$ cat src/logic/syndrome_pkg.sv
// constants for the stage 2 fault syndrome capture block
package syndrome_pkg;
  // register offsets, byte addresses inside the context bank
  localparam logic [11:0] off_far_lo = 12'h060;
  localparam logic [11:0] off_far_hi = 12'h064;
  localparam logic [11:0] off_syn_primary = 12'h068;
  localparam logic [11:0] off_syn_secondary = 12'h06C;
  localparam logic [11:0] off_ipafar_lo = 12'h070;
  localparam logic [11:0] off_ipafar_hi = 12'h074;
  localparam logic [11:0] off_config = 12'hD00;
  // primary syndrome field positions
  localparam int bank_lsb = 16;
  localparam int bank_msb = 23;
  localparam int bit_async = 11;
  localparam int bit_walk_ext = 10;
  localparam int bit_xlate_op = 9;
  localparam int bit_nonsecure = 8;
  localparam int bit_instr = 6;
  localparam int bit_priv = 5;
  localparam int bit_write = 4;
  localparam int bit_two_stage_flag_walk = 3;
  localparam int bit_two_stage = 2;
  localparam int level_lsb = 0;
  localparam int level_msb = 1;
  // implemented bank index width and storage width
  localparam int bank_width = 4;
  localparam int bank_field = 8;
  localparam int addr_width = 48;
  // strap settling: the first edge takes the strap, the count stops at done
  localparam logic [1:0] strap_first = 2'h0;
  localparam logic [1:0] strap_step = 2'h1;
  localparam logic [1:0] strap_done = 2'h2;
  // table levels
  localparam logic [1:0] level_one = 2'h1;
  // fault kinds reported by the walker
  typedef enum logic [2:0] {
    kind_translation = 3'b000,
    kind_access = 3'b001,
    kind_permission = 3'b010,
    kind_walk_external = 3'b011,
    kind_other = 3'b100
  } fault_kind_t;
  localparam logic [31:0] reset_word = 32'h0000_0000;
endpackage

$ cat src/logic/fault_syndrome_capture.sv
// stage 2 fault syndrome capture with register port
// Contract
// - two_stage_flag fault records stage 1 bank index
// - only low bank index bits are stored
// - bank index ignores writes without nesting
// - bit 11 marks asynchronous recording
// - bit 10 only for external walk fault
// - bit 9 marks translation operation fault
// - bit 8 captures nonsecure attribute
// - bit 6 instruction fetch versus data
// - bit 5 privileged versus unprivileged
// - bit 4 write versus read
// - far atomic shows single missing permission
// - bit 3 stage 2 fault on stage 1 walk
// - two_stage_flag walk bit undefined without nesting
// - bit 2 marks two stage translation
// - single stage loads both addresses with ipa
// - two_stage_flag loads va, bank, and ipa
// - nesting bit zero without nesting support
// - bits 1:0 give table level
// - walk fault reports walk level
// - disabled or out of range reports level 1
// - access flag fault reports its level
// - permission fault reports final level
`timescale 1ns/10ps
`default_nettype none

module fault_syndrome_capture (
  // clock and reset
  input wire logic clock,
  input wire logic reset_n,
  // strap: two_stage_flag translation supported
  input wire logic two_stage_supported,
  // fault report from the translation pipeline
  input wire logic fault_valid,
  input wire logic fault_async,
  input wire syndrome_pkg::fault_kind_t fault_kind,
  input wire logic fault_walk_disabled,
  input wire logic fault_out_of_range,
  input wire logic [1:0] fault_walk_level,
  input wire logic [1:0] fault_final_level,
  input wire logic fault_xlate_op,
  input wire logic fault_nonsecure,
  input wire logic fault_instr,
  input wire logic fault_priv,
  input wire logic fault_write,
  input wire logic fault_far_atomic,
  input wire logic fault_read_missing,
  input wire logic fault_write_missing,
  input wire logic fault_two_stage_flag_walk,
  input wire logic fault_two_stage,
  input wire logic [7:0] fault_stage1_bank,
  input wire logic [47:0] fault_va,
  input wire logic [47:0] fault_ipa,
  // register port
  input wire logic [11:0] reg_addr,
  input wire logic [31:0] reg_wdata,
  input wire logic reg_write,
  input wire logic reg_read,
  output logic [31:0] reg_rdata,
  // captured state for the rest of the bank
  output logic fault_captured,
  output logic [47:0] fault_address_reg,
  output logic [47:0] intermediate_fault_address_reg
);

  ////////////////////////////////////////////////////////////////////////
  // state

  // all state but the strap settling count in one record
  typedef struct packed {
    logic two_stage_flag_ok;                 // strap copy taken after reset
    logic [3:0] bank;                // stage 1 bank index, low bits only
    logic async_record_flag;
    logic walk_external_fault;
    logic xlate_operation_fault;
    logic nonsecure_flag;
    logic instruction_flag;
    logic privileged_flag;
    logic write_flag;
    logic two_stage_flag_walk_fault;
    logic two_stage_flag;
    logic [1:0] fault_table_level;
    logic [31:0] secondary;          // free scratch syndrome word
    logic [47:0] far;
    logic [47:0] ipafar;
    logic captured;                  // one cycle pulse per capture
    logic [31:0] rdata;
  } state_t;

  state_t cur;      // registered state
  state_t next_cur; // next value

  ////////////////////////////////////////////////////////////////////////
  // helpers

  // level picked from fault kind
  function automatic logic [1:0] pick_level(
    input syndrome_pkg::fault_kind_t kind,
    input logic disabled,
    input logic out_range,
    input logic [1:0] walk_lvl,
    input logic [1:0] final_lvl
  );
    logic [1:0] lvl;
    lvl = walk_lvl;
    case (kind)
      syndrome_pkg::kind_translation: begin
        if (disabled || out_range) begin
          lvl = syndrome_pkg::level_one;
        end else begin
          lvl = walk_lvl;
        end
      end
      syndrome_pkg::kind_access: lvl = walk_lvl;
      syndrome_pkg::kind_permission: lvl = final_lvl;
      default: lvl = walk_lvl;
    endcase
    return lvl;
  endfunction

  // direction bit, atomics report the lone missing permission
  function automatic logic pick_write(
    input logic atomic,
    input logic rd_miss,
    input logic wr_miss,
    input logic wr
  );
    logic w;
    if (atomic) begin
      w = wr_miss && !rd_miss;
    end else begin
      w = wr;
    end
    return w;
  endfunction

  // primary syndrome word from the record
  function automatic logic [31:0] pack_primary(input state_t s);
    logic [31:0] w;
    w = syndrome_pkg::reset_word;
    w[syndrome_pkg::bank_lsb +: syndrome_pkg::bank_width] = s.bank;
    w[syndrome_pkg::bit_async] = s.async_record_flag;
    w[syndrome_pkg::bit_walk_ext] = s.walk_external_fault;
    w[syndrome_pkg::bit_xlate_op] = s.xlate_operation_fault;
    w[syndrome_pkg::bit_nonsecure] = s.nonsecure_flag;
    w[syndrome_pkg::bit_instr] = s.instruction_flag;
    w[syndrome_pkg::bit_priv] = s.privileged_flag;
    w[syndrome_pkg::bit_write] = s.write_flag;
    w[syndrome_pkg::bit_two_stage_flag_walk] = s.two_stage_flag_walk_fault;
    w[syndrome_pkg::bit_two_stage] = s.two_stage_flag & s.two_stage_flag_ok;
    w[syndrome_pkg::level_msb:syndrome_pkg::level_lsb] = s.fault_table_level;
    return w;
  endfunction

  logic [1:0] strap_wait; // counts edges after reset release

  ////////////////////////////////////////////////////////////////////////
  // strap capture, taken by a clocked process after release
  always_ff @(posedge clock or negedge reset_n) begin
    if (!reset_n) begin
      strap_wait <= syndrome_pkg::strap_first;
    end else if (strap_wait != syndrome_pkg::strap_done) begin
      strap_wait <= strap_wait + syndrome_pkg::strap_step;
    end
  end

  ////////////////////////////////////////////////////////////////////////
  // next state
  always_comb begin
    logic nest;
    nest = cur.two_stage_flag_ok;
    next_cur = cur;
    next_cur.captured = 1'b0;
    next_cur.rdata = syndrome_pkg::reset_word;
    // strap is sampled once on the first edge after release
    if (strap_wait == syndrome_pkg::strap_first) begin
      next_cur.two_stage_flag_ok = two_stage_supported;
    end
    // software writes; a capture in the same cycle overrides below
    if (reg_write) begin
      if (reg_addr == syndrome_pkg::off_syn_primary) begin
        if (nest) begin
          next_cur.bank = reg_wdata[syndrome_pkg::bank_lsb +: syndrome_pkg::bank_width];
          next_cur.two_stage_flag = reg_wdata[syndrome_pkg::bit_two_stage];
        end
        next_cur.two_stage_flag_walk_fault = reg_wdata[syndrome_pkg::bit_two_stage_flag_walk];
        next_cur.async_record_flag = reg_wdata[syndrome_pkg::bit_async];
        next_cur.walk_external_fault = reg_wdata[syndrome_pkg::bit_walk_ext];
        next_cur.xlate_operation_fault = reg_wdata[syndrome_pkg::bit_xlate_op];
        next_cur.nonsecure_flag = reg_wdata[syndrome_pkg::bit_nonsecure];
        next_cur.instruction_flag = reg_wdata[syndrome_pkg::bit_instr];
        next_cur.privileged_flag = reg_wdata[syndrome_pkg::bit_priv];
        next_cur.write_flag = reg_wdata[syndrome_pkg::bit_write];
        next_cur.fault_table_level = reg_wdata[syndrome_pkg::level_msb:syndrome_pkg::level_lsb];
      end else if (reg_addr == syndrome_pkg::off_syn_secondary) begin
        next_cur.secondary = reg_wdata;
      end else if (reg_addr == syndrome_pkg::off_far_lo) begin
        next_cur.far[31:0] = reg_wdata;
      end else if (reg_addr == syndrome_pkg::off_far_hi) begin
        next_cur.far[47:32] = reg_wdata[15:0];
      end else if (reg_addr == syndrome_pkg::off_ipafar_lo && nest) begin
        next_cur.ipafar[31:0] = reg_wdata;
      end else if (reg_addr == syndrome_pkg::off_ipafar_hi && nest) begin
        next_cur.ipafar[47:32] = reg_wdata[15:0];
      end
    end
    // fault capture: all fields but secondary load in this one cycle; bank only for two_stage_flag faults
    if (fault_valid) begin
      next_cur.captured = 1'b1;
      next_cur.async_record_flag = fault_async;
      next_cur.walk_external_fault = (fault_kind == syndrome_pkg::kind_walk_external);
      next_cur.xlate_operation_fault = fault_xlate_op;
      next_cur.nonsecure_flag = fault_nonsecure;
      next_cur.instruction_flag = fault_instr;
      next_cur.privileged_flag = fault_priv;
      next_cur.write_flag = pick_write(fault_far_atomic, fault_read_missing,
                                       fault_write_missing, fault_write);
      next_cur.two_stage_flag_walk_fault = fault_two_stage_flag_walk & nest;
      next_cur.two_stage_flag = fault_two_stage & nest;
      next_cur.fault_table_level = pick_level(fault_kind, fault_walk_disabled,
                                              fault_out_of_range, fault_walk_level,
                                              fault_final_level);
      next_cur.ipafar = fault_ipa;
      if (fault_two_stage && nest) begin
        next_cur.far = fault_va;
        next_cur.bank = fault_stage1_bank[syndrome_pkg::bank_width-1:0];
      end else begin
        next_cur.far = fault_ipa;
        next_cur.bank = cur.bank; // left as is, contents undefined
      end
    end
    // reads: data stand one cycle after the strobe
    if (reg_read) begin
      if (reg_addr == syndrome_pkg::off_syn_primary) begin
        next_cur.rdata = pack_primary(cur);
      end else if (reg_addr == syndrome_pkg::off_syn_secondary) begin
        next_cur.rdata = cur.secondary;
      end else if (reg_addr == syndrome_pkg::off_far_lo) begin
        next_cur.rdata = cur.far[31:0];
      end else if (reg_addr == syndrome_pkg::off_far_hi) begin
        next_cur.rdata = {16'h0000, cur.far[47:32]};
      end else if (reg_addr == syndrome_pkg::off_ipafar_lo) begin
        // without nesting this is an alias of the fault address
        next_cur.rdata = nest ? cur.ipafar[31:0] : cur.far[31:0];
      end else if (reg_addr == syndrome_pkg::off_ipafar_hi) begin
        next_cur.rdata = {16'h0000, nest ? cur.ipafar[47:32] : cur.far[47:32]};
      end else if (reg_addr == syndrome_pkg::off_config) begin
        next_cur.rdata = {31'h0000_0000, nest};
      end else begin
        next_cur.rdata = syndrome_pkg::reset_word; // unmapped reads zero
      end
    end
  end

  ////////////////////////////////////////////////////////////////////////
  // state register
  always_ff @(posedge clock or negedge reset_n) begin
    if (!reset_n) begin
      cur <= '0;
    end else begin
      cur <= next_cur;
    end
  end

  // outputs straight from the record
  assign reg_rdata = cur.rdata;
  assign fault_captured = cur.captured;
  assign fault_address_reg = cur.far;
  assign intermediate_fault_address_reg = cur.ipafar;
endmodule

`default_nettype wire

$ cat config.mk
export PLATFORM = sky130hd
export DESIGN_NAME = fault_syndrome_capture
export DESIGN_NICKNAME = d
export VERILOG_FILES = /design/src/logic/syndrome_pkg.sv /design/src/logic/fault_syndrome_capture.sv
export SDC_FILE = /design/constraint.sdc
export NUM_CORES = 1
export LEC_CHECK = 0
export ABC_AREA = 0
export BUFFER_PORTS_ARGS = -buffer_cell sky130_fd_sc_hd__buf_2
export CAP_MARGIN = 20
export CORE_ASPECT_RATIO = 0.8
export CORE_MARGIN = 1.5
export CORE_UTILIZATION = 57
export DETAILED_ROUTE_END_ITERATION = 16
export PLACE_DENSITY = 0.87
export SKIP_LAST_GASP = 1
export SLEW_MARGIN = 20
export SYNTH_ARGS = -nofsm -noshare
export SYNTH_HDL_FRONTEND = slang
export SYNTH_SLANG_ARGS = --single-unit
$ cat constraint.sdc
create_clock -name clock -period 4.9 [get_ports clock]
set_clock_uncertainty 0.1 [all_clocks]
set_input_delay 0.245 -clock clock [delete_from_list [all_inputs] [get_ports clock]]
set_output_delay 0.245 -clock clock [all_outputs]
set_load 0.1 [all_outputs]
=== Word-level counts from Yosys, hierarchy flattened ===
Index checks and enable logic that the tools add are counted.

* Bits in registers: 179
* Output and inout port bits: 129
* Input bits: 174
* Word-level logic and storage cells: 96

* Add/sub/neg operators: 1
* Reductions and logical operators: 23
* Muxes and demuxes: 32
* Bitwise logic cells: 4
* Equality and inequality tests: 16

{| class="wikitable"
|+ Operators with widths
! cell !! number
|-
| two-way mux 32 bit || 10
|-
| two-way mux 48 bit || 3
|-
| two-way mux 143 bit || 1
|-
| two-way mux 128 bit || 1
|-
| two-way mux 97 bit || 1
|-
| two-way mux 16 bit || 6
|-
| two-way mux 96 bit || 1
|-
| == test 12 x 7 -> 1 bit (second input constant) || 6
|-
| two-way mux 15 bit || 2
|-
| nonzero test 2 bit || 7
|-
| == test 12 bit (second input constant) || 1
|-
| inequality test 2 bit (second input constant) || 6
|-
| two-way mux 4 bit || 2
|-
| AND reduction 4 bit || 2
|-
| AND reduction 7 bit || 1
|-
| == test 3 x 2 -> 1 bit (second input constant) || 2
|-
| AND reduction 3 bit || 2
|-
| AND reduction 6 bit || 1
|-
| AND reduction 5 bit || 1
|-
| logical AND 1 bit || 4
|-
| one-hot mux 2 bit (2 select lines) || 1
|-
| AND 1 bit || 3
|-
| logical NOT 3 bit || 1
|-
| two-way mux 1 bit || 3
|-
| other kinds (8) || 8
|}

=== Logic depth before layout (Yosys ltp) ===
Gate-level depths: netlist (run 1).

* Depth in word-level cells: 10
* Depth in mapped cells: 8
* Gate-level depth less buffers: 5

=== Worst setup path after synthesis (run 1) ===
Ideal clock, no wire load.

* Path type: input-to-reg
* Start point: in reg_addr[7]
* End point: reg cur (netlist bit reg_rdata[10])
* Buffers on the path: 3
* Path slack: 2.898 ns
* Cell stages on the path: 8
* Arrival time: 1.783 ns
* Setup time: 0.119 ns
* Data required time: 4.681 ns
* Path through: or3_1 -> buf_2 -> or4_1 -> buf_2 -> buf_2 -> o221ai_1 -> o21ai_0 -> and2_1

{| class="wikitable"
|+ RTL lines
! element !! RTL line !! text
|-
| start: declaration || fault_syndrome_capture.sv:56 || <nowiki>input wire logic [11:0] reg_addr,</nowiki>
|-
| end signal: assignment || fault_syndrome_capture.sv:262 || <nowiki>cur <= next_cur;</nowiki>
|-
| end: declaration || fault_syndrome_capture.sv:91 || <nowiki>state_t cur;</nowiki>
|}

=== Final worst setup path (run 1) ===
* Start point: in reg_addr[8]
* End point: reg cur (netlist bit fault_address_reg[35])

* Longest elaborated chain between the ends: 3
* Elaborated cells on any way between the ends: 9
* Those cells by class: eq/ne: 7; reduce/logical: 2

{| class="wikitable"
|+ Ends and longest elaborated chain
! element
|-
| == test 12 x 7 -> 1 bit, on equally long branches
|-
| inequality test 2 bit (no line) / nonzero test 2 bit (equally long branches)
|-
| AND reduction 5 bit (no line) (*)
|}

Mark *: on every way between the ends. The rest lies on a longest branch, timed or not.
A chain may end at the register's enable or synchronous reset.

==> run_results.csv, run 1 <==
group,metric,value,unit
synth,ys_seq_elements,179,
timing,setup_ws,1.91,ns
global_route,antenna_found_initial,1,
clocking,cts.htree.levels,4,
min_path,min_delay_path_depth,3,
detailed_routing,ant_nets,0,
detailed_routing,remaining_drc_errors,0,
min_path,worstHoldStart,"fault_ipa[25]",
placed_design,place.gp.congestion,0.892,
worst_setup_path,r2r_slack,2.04,ns
clocking,cts_setup_buffers,0,
synth,ys_async_sr_fraction,100,%
synth,synth.top_cell.area_share,43.4,%
worst_setup_path,regToRegEndpoint,"fault_address_reg[16]",
synth,yosysUniqueCellTypes,60,
synth,netlist_instances,1084,
placed_design,place_ws,1.67,ns
cells_and_area,layout-drive-gt1-share,35.3,%
clocking,cts-root-buf,"clkbuf_16",
die,die_area,18900,sq um
timing,tightest_slew,1.10,ns
timing,slew_viol_final,0,
detailed_routing,drt-initial-drc-count,938,
cells_and_area,instances_no_fill,1492,
synth,synth.cell_area,10300,sq um
synth,ys_seq_area_share,43.4,%
timing,tns,0,ns
global_route,overflow,0,
cells_and_area,fillers,1325,
detailed_routing,via_per_inst,6.17,
placed_design,placed_area,11000,sq um
worst_setup_path,r2r-start,"cur[176]",
synth,ys_top_cells_by_area,"dfrtp_1, buf_4, mux2_2, mux2i_1, nand2_1",
synth,synth_nets,1260,
timing,finalHoldViolations,0,
detailed_routing,routed_wl,31400,um
placed_design,port_buffers,298,
clocking,insertion_delay,0.43,ns
cells_and_area,fin_nets,1429,
die,start_util,58.9,%
min_path,min_to,"intermediate_fault_address_reg[25]",
global_route,grt_pass1_vias,8703,
min_path,worstHoldPathType,"input port to flop",
worst_setup_path,arrival,3.24,ns
detailed_routing,num_vias,9213,
job,maxCapViolations,0,
power_and_ir_drop,ir_worst_vdd,200,uV
die,coreArea,17500,sq um
clocking,cts_buffer_depth,2,
synth,synth_flop_cell,"dfrtp_1",
power_and_ir_drop,power.leakage,0.00585,uW
cells_and_area,fin_area,12000,sq um
global_route,grt_max_degree,103,
synth,synth.avg_cell_area,9.53,sq um
worst_setup_path,criticalPathCategory,"input port to flop",
clocking,cts_made_buffers,17,
global_route,grt_pass1_wl,47300,um
clocking,cts_num_sinks,179,
worst_setup_path,critical_path.max_fanout,32,
timing,grt_setup_unrepaired,"false",
die,dieHeight,123,um
die,num_rows,43,
synth,ys.warnings.count,0,
placed_design,hpwl,20600,um
die,die_width,154,um
power_and_ir_drop,cellPowerDensity,365,nW/um^2
detailed_routing,wl_per_cell,21.1,um
worst_setup_path,start_kind,"input port",
timing,fin_crit,2.99,ns
synth,synth_area_leader_cell,"dfrtp_1",
global_route,grt_usage,32.6,%
detailed_routing,drt_pass1_iterations,5,
worst_setup_path,required,5.15,ns
run_status,status,"finished clean",
synth,synth_enable_flop_cells,0,
clocking,cts_tree,"done",
timing,setup_viol,0,
power_and_ir_drop,power,4400,uW
worst_setup_path,rr_worst_depth,6,
timing,fin_crit_sh,61.1,%
timing,relSlewSlack,25.5,%
die,pin_count,303,
worst_setup_path,cp-end-kind,"flop",
placed_design,place_inst,1418,
clocking,clk_pin_slew_worst_paths,0.08,ns
timing,clock.fmax,334,MHz
cells_and_area,syn_to_final_growth,16.5,%
==> power breakdown <==
part / switching (uW) / internal [uW] / total (uW)
clock: 647 / 828 / 1480
combinational: 973 / 281 / 1250
sequential: 90.3 / 1580 / 1670
==> worst max-delay path: stages <==
cell      delay [ns]
buf_2           0.12
nor4bb_2        0.95
nand4_1         0.94
o21bai_2        0.34
buf_4           0.39
nor2_1          0.09
a31oi_1         0.16
==> cell usage in the layout (no fill, tap or decap), types with 3 or more instances in the layout <==
cell type,count
a21oi_1,17
a221oi_1,34
a22oi_1,23
a31oi_1,54
a32oi_1,3
and2_1,15
buf_2,296
buf_4,16
bufinv_16,3
clkbuf_16,17
dfrtp_1,178
dlygate4sd3_1,41
inv_1,12
inv_6,5
mux2_2,82
mux2i_1,49
nand2_1,121
nand2b_1,4
nand3_1,11
nand4_1,8
nor2_1,120
nor2b_1,8
nor3_1,11
o21a_1,7
o21ai_0,40
o21ai_1,11
o221ai_1,17
o22ai_1,3
o32ai_1,5
or3_1,3
==> timing repair <==
action                    in CTS  in global routing
gates resized for setup        0                  0
hold buffers                  41                  0
hold endpoints to repair     140                  0
==> layout make-up <==
cell class	count	area, sq um	share of cell area (%)
Antenna cell	1	2.50	0.0208
Clock buffer	17	425	3.53
Clock inverter	15	213	1.77
Inverter	12	45.0	0.374
Multi-Input combinational cell	689	4560	37.9
Sequential cell	179	4480	37.2
Tap cell	225	282	2.34
Timing Repair Buffer	354	2030	16.8
==> per-layer routing <==
metal | wire, um | global-route usage [%] | vias to the layer above
li1 | - | - | 4095
met2 | 14800 | 52.2 | 606
met4 | 1060 | 15.6 | 0
met1 | 12500 | 43.4 | 4425
met5 | 0 | 0 | -
met3 | 3090 | 5.82 | 87
==> kinds of logic after synthesis <==
kind of cell | synth area share (%)
buf+inv | 13.0
flops | 43.4
simple gates | 13.6
fa+ha+maj | 0.242
mux | 14.2
xor+xnor | 0.0848
compound gates | 15.5
==> worst max-delay path by stage <==
stage	from	end	slack, ns	cells after the start
detailed placement	reg_addr[8]	fault_address_reg[35]	1.67	7
global placement	reg_addr[8]	fault_address_reg[46]	1.80	7
floorplan	reg_addr[7]	reg_rdata[10]	2.90	8
global route	reg_addr[8]	fault_address_reg[37]	1.71	7
finish	reg_addr[8]	fault_address_reg[35]	1.91	7
CTS	cur[176]	fault_address_reg[16]	2.07	6
==> cell usage after synthesis, types with 4 or more instances <==
cell / instances
nand2_1: 122
mux2_2: 82
mux2i_1: 49
nor2_1: 120
nand3_1: 12
o221ai_1: 17
buf_1: 4
a21oi_1: 18
nor2b_1: 8
o21ai_1: 11
buf_4: 128
inv_1: 12
a31oi_1: 55
o21a_1: 7
a221oi_1: 34
buf_2: 32
nand4_1: 8
nand2b_1: 4
o32ai_1: 5
and2_1: 15
o21ai_0: 40
clkbuf_1: 39
dfrtp_1: 179
nor3_1: 11
a22oi_1: 23
==> metrics by stage <==
step | hold slack (ns) | utilization (%)
6_report | 0.00948 | 68.6
5_1_grt | 0.00961 | 68.6
4_1_cts | 0.00119 | 68.6
3_5_place_dp | 0.287 | 62.6
3_3_place_gp | 0.281 | 62.6
2_1_floorplan | -0.151 | -
Power figures use the tool's default switching activity.
==> inputs of run 2 (changes only) <==
--- a/config.mk
+++ b/config.mk
@@ -5,14 +5,14 @@
 export SDC_FILE = /design/constraint.sdc
 export NUM_CORES = 1
 export LEC_CHECK = 0
-export ABC_AREA = 0
+export ABC_AREA = 1
 export BUFFER_PORTS_ARGS = -buffer_cell sky130_fd_sc_hd__buf_2
 export CAP_MARGIN = 20
 export CORE_ASPECT_RATIO = 0.8
 export CORE_MARGIN = 1.5
-export CORE_UTILIZATION = 57
+export CORE_UTILIZATION = 48
 export DETAILED_ROUTE_END_ITERATION = 16
-export PLACE_DENSITY = 0.87
+export PLACE_DENSITY = 0.78
 export SKIP_LAST_GASP = 1
 export SLEW_MARGIN = 20
 export SYNTH_ARGS = -nofsm -noshare
==> constraint.sdc (replaced) <==
create_clock -name clock -period 2.7 [get_ports clock]
set_clock_uncertainty 0.1 [all_clocks]
set_input_delay 0.135 -clock clock [delete_from_list [all_inputs] [get_ports clock]]
set_output_delay 0.135 -clock clock [all_outputs]
set_load 0.1 [all_outputs]
==> run 2 against run 1 <==
Setup slack worse by 1.7 ns. Combinational power is 110% higher. Synthesized cell count is 29% higher. Hold slack lost 0.0034 ns. Final cell count grew 32%. Critical path depth increased by 2. First-iteration DRC count decreased by 20%. Critical path type unchanged.
==> run_results.csv, run 2 <==
group,metric,value,unit
power_and_ir_drop,ir_worst_vdd,394,uV
worst_setup_path,required,2.95,ns
synth,synth_nets,1574,
cells_and_area,instances_no_fill,1975,
placed_design,place_inst,1797,
timing,tightest_slew,0.894,ns
min_path,min_to,"cur[174]",
synth,synth_common_cells,"nand2_1, dfrtp_1, buf_4",
timing,relSlewSlack,40.4,%
worst_setup_path,r2r_slack,0.23,ns
power_and_ir_drop,combPwrFrac,32.5,%
synth,yosysMostFrequentCell,"nand2_1",
detailed_routing,wl_per_cell,18.0,um
detailed_routing,drt-initial-drc-count,751,
cells_and_area,final_common_cell,"nand2_1",
synth,netlist_instances,1398,
timing,setup_viol,0,
worst_setup_path,criticalPathCategory,"input port to flop",
global_route,grt_max_degree,103,
clocking,cts-root-buf,"clkbuf_16",
synth,synth_enable_flop_cells,0,
synth,synth_area_leader_cell,"dfrtp_1",
clocking,insertion_delay,0.43,ns
placed_design,hpwl,23600,um
timing,fin_crit,2.47,ns
die,num_rows,48,
die,die_area,22900,sq um
synth,ys_async_sr_fraction,100,%
power_and_ir_drop,power.leakage,0.00709,uW
power_and_ir_drop,power_frac_clock,30.2,%
worst_setup_path,critical_path.max_fanout,26,
clocking,cts.htree.levels,4,
die,pin_count,303,
worst_setup_path,regToRegEndpoint,"fault_address_reg[40]",
timing,fin_crit_sh,91.6,%
global_route,antenna_found_initial,1,
clocking,cts_num_sinks,179,
min_path,worstHoldStart,"fault_stage1_bank[2]",
timing,tns,0,ns
power_and_ir_drop,p_seq_share,37.2,%
power_and_ir_drop,switching_share,41.8,%
synth,ys_seq_elements,179,
synth,synth.top_cell.area_share,42.5,%
worst_setup_path,cp-end-kind,"flop",
die,start_util,48.9,%
placed_design,place.gp.congestion,0.886,
placed_design,port_buffers,298,
power_and_ir_drop,switchingPower,3430,uW
global_route,grt_pass1_wl,54600,um
detailed_routing,remaining_drc_errors,0,
synth,ys.warnings.count,0,
cells_and_area,syn_to_final_growth,26.9,%
global_route,grt_pass1_vias,10400,
timing,grt_setup_unrepaired,"false",
detailed_routing,ant_nets,0,
run_status,status,"finished clean",
min_path,worstHoldPathType,"input port to flop",
cells_and_area,layout-drive-gt1-share,23.7,%
detailed_routing,num_vias,10800,
job,maxCapViolations,0,
detailed_routing,via_per_inst,5.49,
global_route,grt_usage,31.1,%
clocking,cts_setup_buffers,0,
timing,slew_viol_final,0,
detailed_routing,drt_pass1_iterations,9,
die,die_width,169,um
power_and_ir_drop,power,8210,uW
timing,clock.fmax,404,MHz
synth,synth_flop_cell,"dfrtp_1",
timing,finalHoldViolations,0,
worst_setup_path,arrival,2.72,ns
cells_and_area,fin_nets,1862,
worst_setup_path,rr_worst_depth,6,
clocking,cts_made_buffers,17,
synth,synth.cell_area,10500,sq um
die,coreArea,21600,sq um
cells_and_area,mostFrequentLayoutCells,"nand2_1, buf_2, dfrtp_1",
min_path,min_delay_path_depth,5,
synth,synth.avg_cell_area,7.54,sq um
clocking,clk_pin_slew_worst_paths,0.07,ns
synth,yosysUniqueCellTypes,37,
worst_setup_path,start_kind,"input port",
synth,ys_top_cells_by_area,"dfrtp_1, nand2_1, buf_4, o21ai_0, inv_1",
synth,ys_seq_area_share,42.5,%
worst_setup_path,r2r-start,"cur[176]",
power_and_ir_drop,cellPowerDensity,613,nW/um^2
clocking,cts_buffer_depth,2,
global_route,overflow,0,
detailed_routing,routed_wl,35600,um
die,dieHeight,136,um
clocking,cts_tree,"done",
power_and_ir_drop,p_int,4770,uW
-- run 2: cell count changes after synthesis, sizes merged, moves of 22 or more --
cell,delta
a31oi,-38
mux2,-66
a21oi,+34
a221oi,-35
mux2i,-48
nand2,+298
nand3,+68
inv,+122
a22oi,+22
o21ai,+111
nor2,-67
-- run 2: final cells by class --
class | count | area [sq um]
multi-input cells | 884 | 4280
fillers | 1862 | 8180
inverters | 135 | 512
repair buffers | 469 | 3180
diodes | 1 | 2.50
clock inverters | 14 | 146
clock buffers | 18 | 429
well taps | 275 | 344
flip-flops and latches | 179 | 4480
-- run 2: worst max-delay path by stage --
stage	startpoint	end	depth (start not counted)
after floorplan	cur[176]	fault_address_reg[38]	7
after global placement	reg_addr[1]	reg_rdata[3]	10
after detailed placement	fault_valid	fault_address_reg[15]	7
after CTS	cur[176]	fault_address_reg[47]	6
after global routing	cur[176]	fault_address_reg[42]	6
final	fault_valid	fault_address_reg[19]	9
-- run 2: kinds of logic (layout without fill, tap and decap cells) --
group	Yosys count	in the layout	share of synthesized area, %
other cells	0	1	0
fa+ha+maj	2	2	0.237
flops	179	179	42.5
buf+inv	335	636	17.1
simple gates	561	561	21.5
xor+xnor	1	1	0.0831
mux	18	18	1.91
compound gates	302	302	16.7
-- run 2: power groups by stage --
stage	clock network [uW]	logic [uW]	registers [uW]
2_1_floorplan	0	2180	3050
3_5_place_dp	0	2470	3100
6_report	2480	2670	3060
5_1_grt	2620	2800	3080
3_3_place_gp	0	2440	3100
4_1_cts	2500	2640	3050
-- run 2: worst max-delay path: stages --
cell and delay [ns]:
buf_2 0.44, inv_1 0.48, nor2_4 0.22, buf_4 0.41, a22oi_1 0.17, dlygate4sd3_1 0.62, nand2_1 0.07, nand2_1 0.05
o21ai_1 0.09
-- run 2: routing by layer --
layer	up-vias	GRT usage (%)	part of all wire, %
li1	4995	-	-
met1	5154	40.7	42
met2	621	51.8	47
met3	64	5.29	8.3
met4	0	11.9	2.6
met5	-	0	0
-- run 2: per-stage QoR --
stage / instance area [sq um] / setup slack (ns) / util, % / hold slack, ns
2_1_floorplan: 10500 / 1.09 / - / -0.261
3_3_place_gp: 11300 / 0.433 / 52.6 / 0.204
3_5_place_dp: 11300 / 0.367 / 52.6 / 0.201
4_1_cts: 13400 / 0.0578 / 62.0 / 0.00163
5_1_grt: 13400 / 0.138 / 62.0 / 0.0344
6_report: 13400 / 0.228 / 62.0 / 0.00610
-- run 2: timing repair --
item                       in CTS  in global routing
resized for setup               0                  2
hold endpoints to repair      237                  0
hold buffers                  145                  0
setup endpoints to repair       0                 11
